### src/temp_zone_pkg.sv
// Constants for the battery temperature-zone configuration block.
// Assumes temperatures arrive as signed half-degree-Celsius codes.
package temp_zone_pkg;

  // Register offsets on the register port
  localparam logic [7:0] ADDR_NTC_BASE      = 8'h1c;
  localparam logic [7:0] ADDR_THRESH_SEL    = 8'h1d;
  localparam logic [7:0] ADDR_WARM_ADJ      = 8'h1e;
  localparam logic [7:0] ADDR_COOL_ADJ      = 8'h1f;
  localparam logic [7:0] ADDR_STATE_FLAGS   = 8'h20;
  localparam logic [7:0] ADDR_ZONE_STAT     = 8'h22;

  // Reset values
  localparam logic [7:0] RST_NTC_BASE       = 8'h0f;
  localparam logic [7:0] RST_THRESH_SEL     = 8'h85;
  localparam logic [7:0] RST_WARM_ADJ       = 8'h7f;
  localparam logic [7:0] RST_COOL_ADJ       = 8'h df;

  // Field positions (low bit of each 2-bit field, or the bit itself for bypass, cold and hot select)
  localparam int POS_HI    = 6;
  localparam int POS_MIDHI = 4;
  localparam int POS_MIDLO = 2;
  localparam int POS_LO    = 0;
  localparam int POS_BYPASS  = 7;
  localparam int POS_COLD_SEL = 1;
  localparam int POS_HOT_SEL  = 0;

  // Thresholds in half degrees C: base plus step per code for TH2..TH5, one fixed value per code for TH1 and TH6
  localparam logic signed [9:0] TH_STEP    = 10'sh005;
  localparam logic signed [9:0] TH2_BASE   = 10'sh00a;
  localparam logic signed [9:0] TH3_BASE   = 10'sh01e;
  localparam logic signed [9:0] TH4_BASE   = 10'sh041;
  localparam logic signed [9:0] TH5_BASE   = 10'sh055;
  localparam logic signed [9:0] TH1_CODE0  = -10'sh00a;
  localparam logic signed [9:0] TH1_CODE1  = 10'sh000;
  localparam logic signed [9:0] TH6_CODE0  = 10'sh06e;
  localparam logic signed [9:0] TH6_CODE1  = 10'sh078;

  // Adjustment results
  localparam logic [8:0] DROP_STEP_MV = 9'h064;
  localparam logic [6:0] PCT_SUSPEND  = 7'h00;
  localparam logic [6:0] PCT_LOW      = 7'h14;
  localparam logic [6:0] PCT_MID      = 7'h28;
  localparam logic [6:0] PCT_FULL     = 7'h64;
  localparam logic [1:0] CODE_KEEP    = 2'h3;

  // Temperature zones
  typedef enum logic [2:0] {
    ZONE_NORMAL  = 3'b000,
    ZONE_COLD    = 3'b001,
    ZONE_COOL    = 3'b010,
    ZONE_PRECOOL = 3'b011,
    ZONE_PREWARM = 3'b100,
    ZONE_WARM    = 3'b101,
    ZONE_HOT     = 3'b110
  } zone_t;

endpackage

### src/battery_temp_zone_config.sv
// Temperature-zone configuration registers and zone classifier.
// Assumes a decoded register port (address, strobes) behind the serial
// interface, and a signed half-degree temperature code from the ADC.
//
// What this block does
// - Cool upper threshold select, 5 to 12.5 C
// - Pre-cool upper threshold select, 15 to 22.5 C
// - Pre-warm lower threshold select, 32.5 to 40 C
// - Warm lower threshold select, 42.5 to 50 C
// - Warm zone lowers voltage target per code
// - Warm zone suspends or scales charge current
// - Pre-warm zone lowers voltage target per code
// - Pre-warm zone suspends or scales charge current
// - Cool zone lowers voltage target per code
// - Cool zone suspends or scales charge current
// - Pre-cool zone lowers voltage target per code
// - Pre-cool zone suspends or scales charge current
// - Register reset restores 0x85, 0x7f, 0xdf
// - Hot limit select, 55 or 60 C
// - Bypass bit forces normal zone
`timescale 1ns/1ps

module battery_temp_zone_config
  import temp_zone_pkg::*;
(
  input  wire logic              sys_clk_i,       // 200 MHz clock
  input  wire logic              rst_i,           // Register reset, high
  input  wire logic [7:0]        reg_addr_i,      // Register offset
  input  wire logic [7:0]        reg_wdata_i,     // Write data
  input  wire logic              reg_wr_i,        // Write strobe
  input  wire logic              reg_rd_i,        // Read strobe
  input  wire logic [7:0]        state_flags_i,   // Charger status bits
  input  wire logic signed [9:0] batt_temp_i,     // Temp, half degree C
  output logic [7:0]             reg_rdata_o,     // Read data
  output logic                   reg_rvalid_o,    // Read data valid
  output logic [2:0]             zone_o,          // Current zone
  output logic [8:0]             volt_drop_mv_o,  // Voltage target drop
  output logic [6:0]             curr_pct_o,      // Current target pct
  output logic                   charge_suspend_o // Charging suspended
);

  localparam int NREG = 4;

  // Writable registers, index 0..3 maps to offsets 0x1c..0x1f
  logic [7:0] regs      [NREG];
  logic [7:0] next_regs [NREG];
  logic [7:0] rst_vals  [NREG];

  assign rst_vals[0] = RST_NTC_BASE;
  assign rst_vals[1] = RST_THRESH_SEL;
  assign rst_vals[2] = RST_WARM_ADJ;
  assign rst_vals[3] = RST_COOL_ADJ;

  // One write decoder per register entry
  genvar gi;
  generate
    for (gi = 0; gi < NREG; gi++) begin : g_reg
      always_comb begin
        next_regs[gi] = regs[gi];
        if (reg_wr_i && reg_addr_i == ADDR_NTC_BASE + 8'(gi)) begin
          next_regs[gi] = reg_wdata_i;
        end
      end
      always_ff @(posedge sys_clk_i) begin
        if (rst_i) begin
          regs[gi] <= rst_vals[gi];
        end else begin
          regs[gi] <= next_regs[gi];
        end
      end
    end
  endgenerate

  // Named views of the fields
  logic                   temp_bypass;
  logic [1:0]             cool_upper_limit_sel;
  logic [1:0]             precool_upper_limit_sel;
  logic [1:0]             prewarm_lower_limit_sel;
  logic [1:0]             warm_lower_limit_sel;
  logic signed [9:0]      th1, th2, th3, th4, th5, th6;

  assign temp_bypass             = regs[0][POS_BYPASS];
  assign cool_upper_limit_sel    = regs[1][POS_HI+:2];
  assign precool_upper_limit_sel = regs[1][POS_MIDHI+:2];
  assign prewarm_lower_limit_sel = regs[1][POS_MIDLO+:2];
  assign warm_lower_limit_sel    = regs[1][POS_LO+:2];

  // Threshold lookup in half-degree units, 2.5 C steps for th2..th5, 5 C steps for th1 and th6
  assign th1 = regs[0][POS_COLD_SEL] ? TH1_CODE1 : TH1_CODE0;
  assign th2 = TH2_BASE + TH_STEP * $signed({8'h00, cool_upper_limit_sel});
  assign th3 = TH3_BASE + TH_STEP * $signed({8'h00, precool_upper_limit_sel});
  assign th4 = TH4_BASE + TH_STEP * $signed({8'h00, prewarm_lower_limit_sel});
  assign th5 = TH5_BASE + TH_STEP * $signed({8'h00, warm_lower_limit_sel});
  assign th6 = regs[0][POS_HOT_SEL] ? TH6_CODE1 : TH6_CODE0;

  function automatic logic [8:0] drop_of(input logic [1:0] code);
    drop_of = 9'(DROP_STEP_MV * 9'(CODE_KEEP - code));
  endfunction

  function automatic logic [6:0] pct_of(input logic [1:0] code);
    case (code)
      2'h0:    pct_of = PCT_SUSPEND;
      2'h1:    pct_of = PCT_LOW;
      2'h2:    pct_of = PCT_MID;
      default: pct_of = PCT_FULL;
    endcase
  endfunction

  // Zone classification and adjustment selection
  zone_t      next_zone;
  logic [1:0] vcode, icode;
  logic [8:0] next_drop;
  logic [6:0] next_pct;
  logic       next_suspend;

  always_comb begin
    if (temp_bypass) begin
      next_zone = ZONE_NORMAL;
    end else if (batt_temp_i < th1) begin
      next_zone = ZONE_COLD;
    end else if (batt_temp_i < th2) begin
      next_zone = ZONE_COOL;
    end else if (batt_temp_i < th3) begin
      next_zone = ZONE_PRECOOL;
    end else if (batt_temp_i >= th6) begin
      next_zone = ZONE_HOT;
    end else if (batt_temp_i >= th5) begin
      next_zone = ZONE_WARM;
    end else if (batt_temp_i >= th4) begin
      next_zone = ZONE_PREWARM;
    end else begin
      next_zone = ZONE_NORMAL;
    end
  end

  // Only the active zone's field pair reaches the charge loop
  always_comb begin
    case (next_zone)
      ZONE_WARM: begin
        vcode = regs[2][POS_HI+:2];
        icode = regs[2][POS_MIDHI+:2];
      end
      ZONE_PREWARM: begin
        vcode = regs[2][POS_MIDLO+:2];
        icode = regs[2][POS_LO+:2];
      end
      ZONE_COOL: begin
        vcode = regs[3][POS_HI+:2];
        icode = regs[3][POS_MIDHI+:2];
      end
      ZONE_PRECOOL: begin
        vcode = regs[3][POS_MIDLO+:2];
        icode = regs[3][POS_LO+:2];
      end
      ZONE_COLD, ZONE_HOT: begin
        vcode = CODE_KEEP;
        icode = 2'h0; // Outside all zones charging stops
      end
      default: begin
        vcode = CODE_KEEP;
        icode = CODE_KEEP;
      end
    endcase
    next_drop    = drop_of(vcode);
    next_pct     = pct_of(icode);
    next_suspend = (icode == 2'h0);
  end

  // Read mux; unmapped offsets read zero
  logic [7:0] next_rdata;
  always_comb begin
    case (reg_addr_i)
      ADDR_NTC_BASE:    next_rdata = regs[0];
      ADDR_THRESH_SEL:  next_rdata = regs[1];
      ADDR_WARM_ADJ:    next_rdata = regs[2];
      ADDR_COOL_ADJ:    next_rdata = regs[3];
      ADDR_STATE_FLAGS: next_rdata = state_flags_i;
      ADDR_ZONE_STAT:   next_rdata = {5'h00, zone_o};
      default:          next_rdata = 8'h00;
    endcase
  end

  // Outputs registered so the charge loop sees glitch-free targets
  always_ff @(posedge sys_clk_i) begin
    if (rst_i) begin
      zone_o           <= ZONE_NORMAL;
      volt_drop_mv_o   <= 9'h000;
      curr_pct_o       <= PCT_FULL;
      charge_suspend_o <= 1'b0;
      reg_rdata_o      <= 8'h00;
      reg_rvalid_o     <= 1'b0;
    end else begin
      zone_o           <= next_zone;
      volt_drop_mv_o   <= next_drop;
      curr_pct_o       <= next_pct;
      charge_suspend_o <= next_suspend;
      reg_rdata_o      <= reg_rd_i ? next_rdata : 8'h00;
      reg_rvalid_o     <= reg_rd_i;
    end
  end

  property p_reset_vals;
    @(posedge sys_clk_i) $past(rst_i) |-> regs[1] == 8'h85 &&
      regs[2] == 8'h7f && regs[3] == 8'hdf;
  endproperty
  a_reset_vals: assert property (p_reset_vals)
    else $error("register reset values wrong");

  property p_write_acts;
    @(posedge sys_clk_i) disable iff (rst_i)
    (reg_wr_i && reg_addr_i == ADDR_THRESH_SEL) |=>
      regs[1] == $past(reg_wdata_i);
  endproperty
  a_write_acts: assert property (p_write_acts)
    else $error("threshold write not stored");

  property p_readback;
    @(posedge sys_clk_i) disable iff (rst_i)
    (reg_rd_i && reg_addr_i == ADDR_WARM_ADJ && !reg_wr_i) |=>
      reg_rvalid_o && reg_rdata_o == regs[2];
  endproperty
  a_readback: assert property (p_readback)
    else $error("warm adjust readback wrong");

  property p_bypass;
    @(posedge sys_clk_i) disable iff (rst_i)
    temp_bypass |=> zone_o == ZONE_NORMAL && curr_pct_o == PCT_FULL;
  endproperty
  a_bypass: assert property (p_bypass)
    else $error("bypass did not force normal");

  property p_warm_zone;
    @(posedge sys_clk_i) disable iff (rst_i)
    (!temp_bypass && batt_temp_i >= th5 && batt_temp_i < th6 &&
     th5 > th3) |=> zone_o == ZONE_WARM &&
      volt_drop_mv_o == 9'd100 * (9'd3 - 9'($past(regs[2][7:6])));
  endproperty
  a_warm_zone: assert property (p_warm_zone)
    else $error("warm zone voltage drop wrong");

  property p_warm_suspend;
    @(posedge sys_clk_i) disable iff (rst_i)
    (next_zone == ZONE_WARM && regs[2][5:4] == 2'b00) |=>
      charge_suspend_o && curr_pct_o == 7'd0;
  endproperty
  a_warm_suspend: assert property (p_warm_suspend)
    else $error("warm zone suspend missing");

  property p_cool_curr;
    @(posedge sys_clk_i) disable iff (rst_i)
    (next_zone == ZONE_COOL && regs[3][5:4] == 2'b01) |=>
      curr_pct_o == 7'd20 && !charge_suspend_o;
  endproperty
  a_cool_curr: assert property (p_cool_curr)
    else $error("cool zone current not 20 pct");

  property p_normal_band;
    @(posedge sys_clk_i) disable iff (rst_i)
    (batt_temp_i >= th3 && batt_temp_i < th4 && th4 < th5) |=>
      zone_o == ZONE_NORMAL && volt_drop_mv_o == 9'd0;
  endproperty
  a_normal_band: assert property (p_normal_band)
    else $error("normal band misclassified");

  property p_cool_bound;
    @(posedge sys_clk_i) disable iff (rst_i)
    (!temp_bypass && regs[1][7:6] == 2'b10 && batt_temp_i == 10'sd19 &&
     batt_temp_i >= th1) |=> zone_o == ZONE_COOL;
  endproperty
  a_cool_bound: assert property (p_cool_bound)
    else $error("cool threshold code 10 not 10 C");

endmodule

### config.mk
export PLATFORM = sky130hd
export DESIGN_NAME = battery_temp_zone_config
export DESIGN_NICKNAME = d
export VERILOG_FILES = /design/src/temp_zone_pkg.sv /design/src/battery_temp_zone_config.sv
export SDC_FILE = /design/constraint.sdc
export NUM_CORES = 1
export LEC_CHECK = 0
export ABC_AREA = 1
export BUFFER_PORTS_ARGS = -buffer_cell sky130_fd_sc_hd__buf_2
export CAP_MARGIN = 25
export CORE_UTILIZATION = 42
export DETAILED_ROUTE_END_ITERATION = 10
export HOLD_SLACK_MARGIN = 0.02
export PLACE_DENSITY = 0.68
export RECOVER_POWER = 25
export SKIP_LAST_GASP = 1
export SLEW_MARGIN = 20
export SYNTH_ARGS = -nofsm -noshare
export SYNTH_HDL_FRONTEND = slang
export SYNTH_SLANG_ARGS = --single-unit
### constraint.sdc
create_clock -name sys_clk_i -period 7.8 [get_ports sys_clk_i]
set_clock_uncertainty 0.1 [all_clocks]
set_input_delay 1.17 -clock sys_clk_i [delete_from_list [all_inputs] [get_ports sys_clk_i]]
set_output_delay 1.17 -clock sys_clk_i [all_outputs]
set_load 0.05 [all_outputs]
[Word-level counts from Yosys, hierarchy flattened]
Memory sizes are Yosys's and may differ from the RTL's.
Cells that the tools add are included.
Widths: inputs -> output; s select.
Word-level totals
  flip-flop bits (word level): 29
  RAM bits: 32
  bits of input ports: 38
  memories: 1
Cells by class
  add/sub/neg operators: 5
  $mul: 5
  magnitude comparators: 6
  equal/unequal tests: 14
  multiplexer cells: 24
  bitwise logic cells: 5
  reductions and logical operators: 7
Memories
  regs: words 4, width 8, rd ports 4, clocked after Yosys merged registers in 0, wr ports 4, line battery_temp_zone_config.sv:45  | logic [7:0] regs [NREG];
Operators with widths (number)
  $mux 8: 8
  $pmux 8 s6: 1
  $eq 8x5->1 const B: 4
  $mux 3: 7
  $pmux 7 s3: 1
  $ge 10x9->1: 2
  $lt 10x7->1: 2
  $mul 3x2->5 const A: 4
  $add 7x5->8 const A: 2
  $eq 8x6->1 const B: 2
  $ge 10x8->1: 1
  $lt 10x10->1: 1
  $mux 10: 1
  $pmux 2 s5: 1
  $eq 3x3->1 const B: 3
  $mul 5x9->7 const A: 1
  $pmux 2 s4: 1
  $add 4x5->6 const A: 1
  $add 5x5->6 const A: 1
  $eq 3x2->1 const B: 2
  $mux 5: 1
  $logic_and 1x1->1: 4
  $or 1x1->1: 4
  $reduce_or 2->1: 2
  other kinds (7): 9

[Longest topological paths before layout]
An unclocked memory read counts as a cell.
  word-level depth: 16
  gate-level depth with buffers: 22
  depth with buffers taken out: 22

[Worst setup path after synthesis]
OpenSTA, ideal clock, no wires.
  kind: input to register
  start point: in batt_temp_i[9]
  end point: reg volt_drop_mv_o[6]
  setup time: 0.128 ns
  arrival time: 2.999 ns
  data required time: 7.572 ns
  slack: 4.574 ns
  stages on the path: 14
  buffers on the path: 0
  cells stage by stage: ha_1 a21o_1 nor2_1 nand4_1 nand2_4 o21ai_1 nor2_2 nand2_1 nand2_1 nand3_1 nor2_2 inv_2 ha_1 nor2_1
On the way
  cells in the longest elaborated chain, start to end: 12
  elaborated cells between the ends (all ways): 20
  classes of those cells: add/sub (1); mul (1); order compare (6); eq/ne (4); mux (8)
RTL lines
  from (decl): line battery_temp_zone_config.sv:33  | input wire logic signed [9:0] batt_temp_i,
  $ge 10x9->1: line battery_temp_zone_config.sv:129  | end else if (batt_temp_i >= th4) begin
  $mux 3: line battery_temp_zone_config.sv:129
  $mux 3: line battery_temp_zone_config.sv:127  | end else if (batt_temp_i >= th5) begin
  $mux 3: line battery_temp_zone_config.sv:125  | end else if (batt_temp_i >= th6) begin
  $mux 3: line battery_temp_zone_config.sv:123  | end else if (batt_temp_i < th3) begin
  $mux 3: line battery_temp_zone_config.sv:121  | end else if (batt_temp_i < th2) begin
  $mux 3 (*): line battery_temp_zone_config.sv:119  | end else if (batt_temp_i < th1) begin
  $mux 3 (*): line battery_temp_zone_config.sv:117  | if (temp_bypass) begin
  $eq 3x2->1 / $eq 3x3->1 (equally long branches): line battery_temp_zone_config.sv:138  | case (next_zone)
  $pmux 2 s4 (*): line battery_temp_zone_config.sv:138
  $sub 2x2->3 (*): line battery_temp_zone_config.sv:97  | drop_of = 9'(DROP_STEP_MV * 9'(CODE_KEEP - code));
  $mul 5x9->7 (*): line battery_temp_zone_config.sv:97
  to (signal assigned): line battery_temp_zone_config.sv:194  | volt_drop_mv_o <= next_drop;
  to (decl): line battery_temp_zone_config.sv:37  | output logic [8:0] volt_drop_mv_o,
Mark *: on every way between the ends. The rest lies on a longest branch, timed or not.
A chain may end at the register's enable or synchronous reset.

[Final worst setup path]
Same ends and word-level chain as after synthesis.

==> reports/qor.yml <==
run_status:
  status: "complete, no violations"
synthesis:
  synthTopCellsByCount: "nand2_1 (85), inv_1 (66), dfxtp_1 (55)"
  seq_area_frac_synth_pct: 31.8
  yosysMostFrequentCell: "nand2_1"
  netlist_area_sq_um: 3460
  synth-simple-area-share_pct: 28.4
  yosys.area.top_type_share_pct: 31.8
  synthArstFlopShare_pct: 0
  syn_area_per_cell_sq_um: 7.39
  synthAdderAreaFrac_pct: 14.8
  synth_top_family_by_area: "simple AND/OR/NAND/NOR gates"
  ys_seq_elements: 55
  synth_cells: 468
  synth_ff_type: "dfxtp_1"
  ys.warnings.count: 0
  synthXorXnorAreaFrac_pct: 0
  synth_top_cells_by_area: "dfxtp_1 (32%), ha_1 (15%), nand2_1 (9.2%)"
  synthMuxAreaShare_pct: 0
  synth-compound-area-share_pct: 14.7
  synth_area_leader_cell: "dfxtp_1"
  synth_edf_count: 0
  synth_cell_type_count: 40
timing:
  fin_crit_ns: 3.35
  slew_headroom_pct: 37.1
  finalCritPeriodShare_pct: 42.9
  final_hold_viol_count: 0
  rsz0062_at_grt: "false"
  fin_setup_tns_ns: 0
  finalSetupViolCount: 0
  fin_ws_ns: 4.45
  worstMarginPinSlew_ns: 0.944
  max_freq_mhz: 299
  slew_viol_final: 0
  timing.hold.ws_ns: 0.363
critical_path:
  crit_top_cell: "nor2_1"
  worst_ep_arrival_time_ns: 3.41
  reg2reg_from: "regs[0][1]$_SDFFE_PP1P_"
  cpPeakStageDelay_ns: 0.34
  critPathRequiredTime_ns: 7.86
  critPathLaunch: "batt_temp_i[9]"
  cp_max_fo: 6
  critPathKind: "input port to flip-flop"
  cp-start-kind: "input port"
  critPathTopFamily: "simple AND/OR/NAND/NOR gates"
  reg2reg_depth: 12
  path_cells: "buf_2 -> ha_1 -> a21o_1 -> nor2_1 -> nand4_1 -> nand2_4 -> o21ai_1 -> nor2_2 -> nand3_1 -> o21ai_1 -> nor2_1 -> ha_1 -> nor2_1"
  path_buf_inv: 1
  worstSetupEndpointType: "flip-flop"
  cp.depth: 13
  slowest_stage: "ha_1"
  worstReg2RegEnd: "volt_drop_mv_o[6]$_SDFF_PP0_"
  rrSetupSlack_ns: 4.92
routing:
  drc: 0
  wirelength_um: 8960
  drt-vias-per-instance: 5.14
  ant_nets: 0
  post_drt_wl_per_cell_um: 14.2
  drt_iter0_drc: 278
  vias: 3245
  drtPass1Iterations: 4
clocking:
  cts_hold_buffers: 0
  cts_sinks: 55
  clkSlewWorstSetupHoldPaths_ns: 0.09
  cts_max_level: 2
  cts_setup_buffers: 0
  clock_latency_ns: 0.30
  cts.repair.resized: 0
  cts_made_buffers: 5
  clockBufferDepth: 2
  cts-root-buf: "clkbuf_8"
  cts_tree: "done"
layout:
  n_fill_cell: 829
  n_antenna_cell: 0
  drive_gt1_share_pct: 17.0
  fin_nets: 608
  area.growth.synth_to_final_pct: 13.4
placed_design:
  place_congestion: 0.903
  place_ws_ns: 4.16
  hpwl_um: 7160
  port_buffers: 61
run:
  cap_viol_max_count: 0
global_route:
  grt_use_total_pct: 21.4
  overflow: 0
  grt_pass1_wl_um: 14500
  antenna_found_initial: 0
  grt_pass1_vias: 3061
  grt_max_degree: 28
hold_path:
  worstHoldStart: "regs[0][6]$_SDFFE_PP0P_"
  holdPathStages: 2
  hold_path_class: "flip-flop to flip-flop"
  min_to: "regs[0][6]$_SDFFE_PP0P_"
power:
  p_per_area_nw_per_um2: 151
  p_leak_nw: 1.87
  ir_drop_mv: 0.0645
floorplan:
  dieArea_sq_um: 8610
  die_h_um: 92.8
  die_x_um: 92.8
  placementRows: 32
  start_util_pct: 44.1
  core_sq_um: 7850
  io_pins: 67
-- worst max-delay path by stage --
stage	end	slack (ns)
after floorplan	volt_drop_mv_o[6]$_SDFF_PP0_	4.57
after global placement	volt_drop_mv_o[6]$_SDFF_PP0_	4.29
after detailed placement	volt_drop_mv_o[6]$_SDFF_PP0_	4.16
after CTS	volt_drop_mv_o[6]$_SDFF_PP0_	4.48
after global routing	volt_drop_mv_o[6]$_SDFF_PP0_	4.29
final	volt_drop_mv_o[6]$_SDFF_PP0_	4.45
-- sequential cells by signal, summed over array words and instances (netlist names) --
signal,count
charge_suspend_o,1
reg_rvalid_o,1
zone_o,3
reg_rdata_o,8
volt_drop_mv_o,5
regs,32
curr_pct_o,5
-- placed cells by master (no fill, tap or decap), types with 3 or more instances in the layout --
cell	n
nand2_1	85
buf_2	42
o21ai_1	3
inv_1	66
clkbuf_1	20
o21ai_0	23
nand3_2	4
o211ai_1	4
nand3_1	44
conb_1	5
a211oi_1	5
nor2_4	3
inv_2	7
dfxtp_1	55
nor2_2	10
clkbuf_8	5
nor2_1	27
nor3_1	8
ha_1	41
nor3_2	4
o22ai_1	10
a21oi_1	31
nand2_2	4
-- cell families after synthesis --
group,count (synthesis)
adder cells (fa/ha/maj),41
AO/OA/AOI/OAI,86
buffers and inverters,87
AND/OR/NAND/NOR,198
flip-flops,55
other,1
-- through the flow --
stage	total power, W	cells	utilization [%]	area, sq um
global placement	0.000417	623	49.0	3840
finish	0.000594	631	50.0	3930
detailed placement	0.000419	623	49.0	3840
global route	0.000620	631	50.0	3930
CTS	0.000598	630	50.3	3950
floorplan	0.000386	472	-	3480
-- layer usage --
metal	part of all wire, %	vias up	track usage, %
met1	49	1488	30.9
met2	44	89	33.5
li1	-	1660	-
met5	0	-	0
met4	1.0	0	4.49
met3	6.7	8	3.20
-- layout make-up --
class / instances / area, sq um / share of cell area (%)
multi-input combinational: 330 / 2020 / 51.5
sequential: 55 / 1100 / 28.0
timing repair buffer: 63 / 294 / 7.49
inverter: 74 / 278 / 7.07
tap: 102 / 128 / 3.25
clock buffer: 6 / 72.6 / 1.85
clock inverter: 1 / 30.0 / 0.765
-- worst min-delay path, delay by kind of cell (launching register included) --
kind	cells	cell delay [ns]
flip-flops	1	0.31
buffers and inverters	1	0.06
AO/OA/AOI/OAI	1	0.06
-- power breakdown --
group          total (W)  switching [W]  internal (W)
clock network   0.000182      0.0000878     0.0000942
registers       0.000290     0.00000226      0.000288
logic           0.000122      0.0000890     0.0000329
No activity file was read; power rests on OpenSTA's default activity.
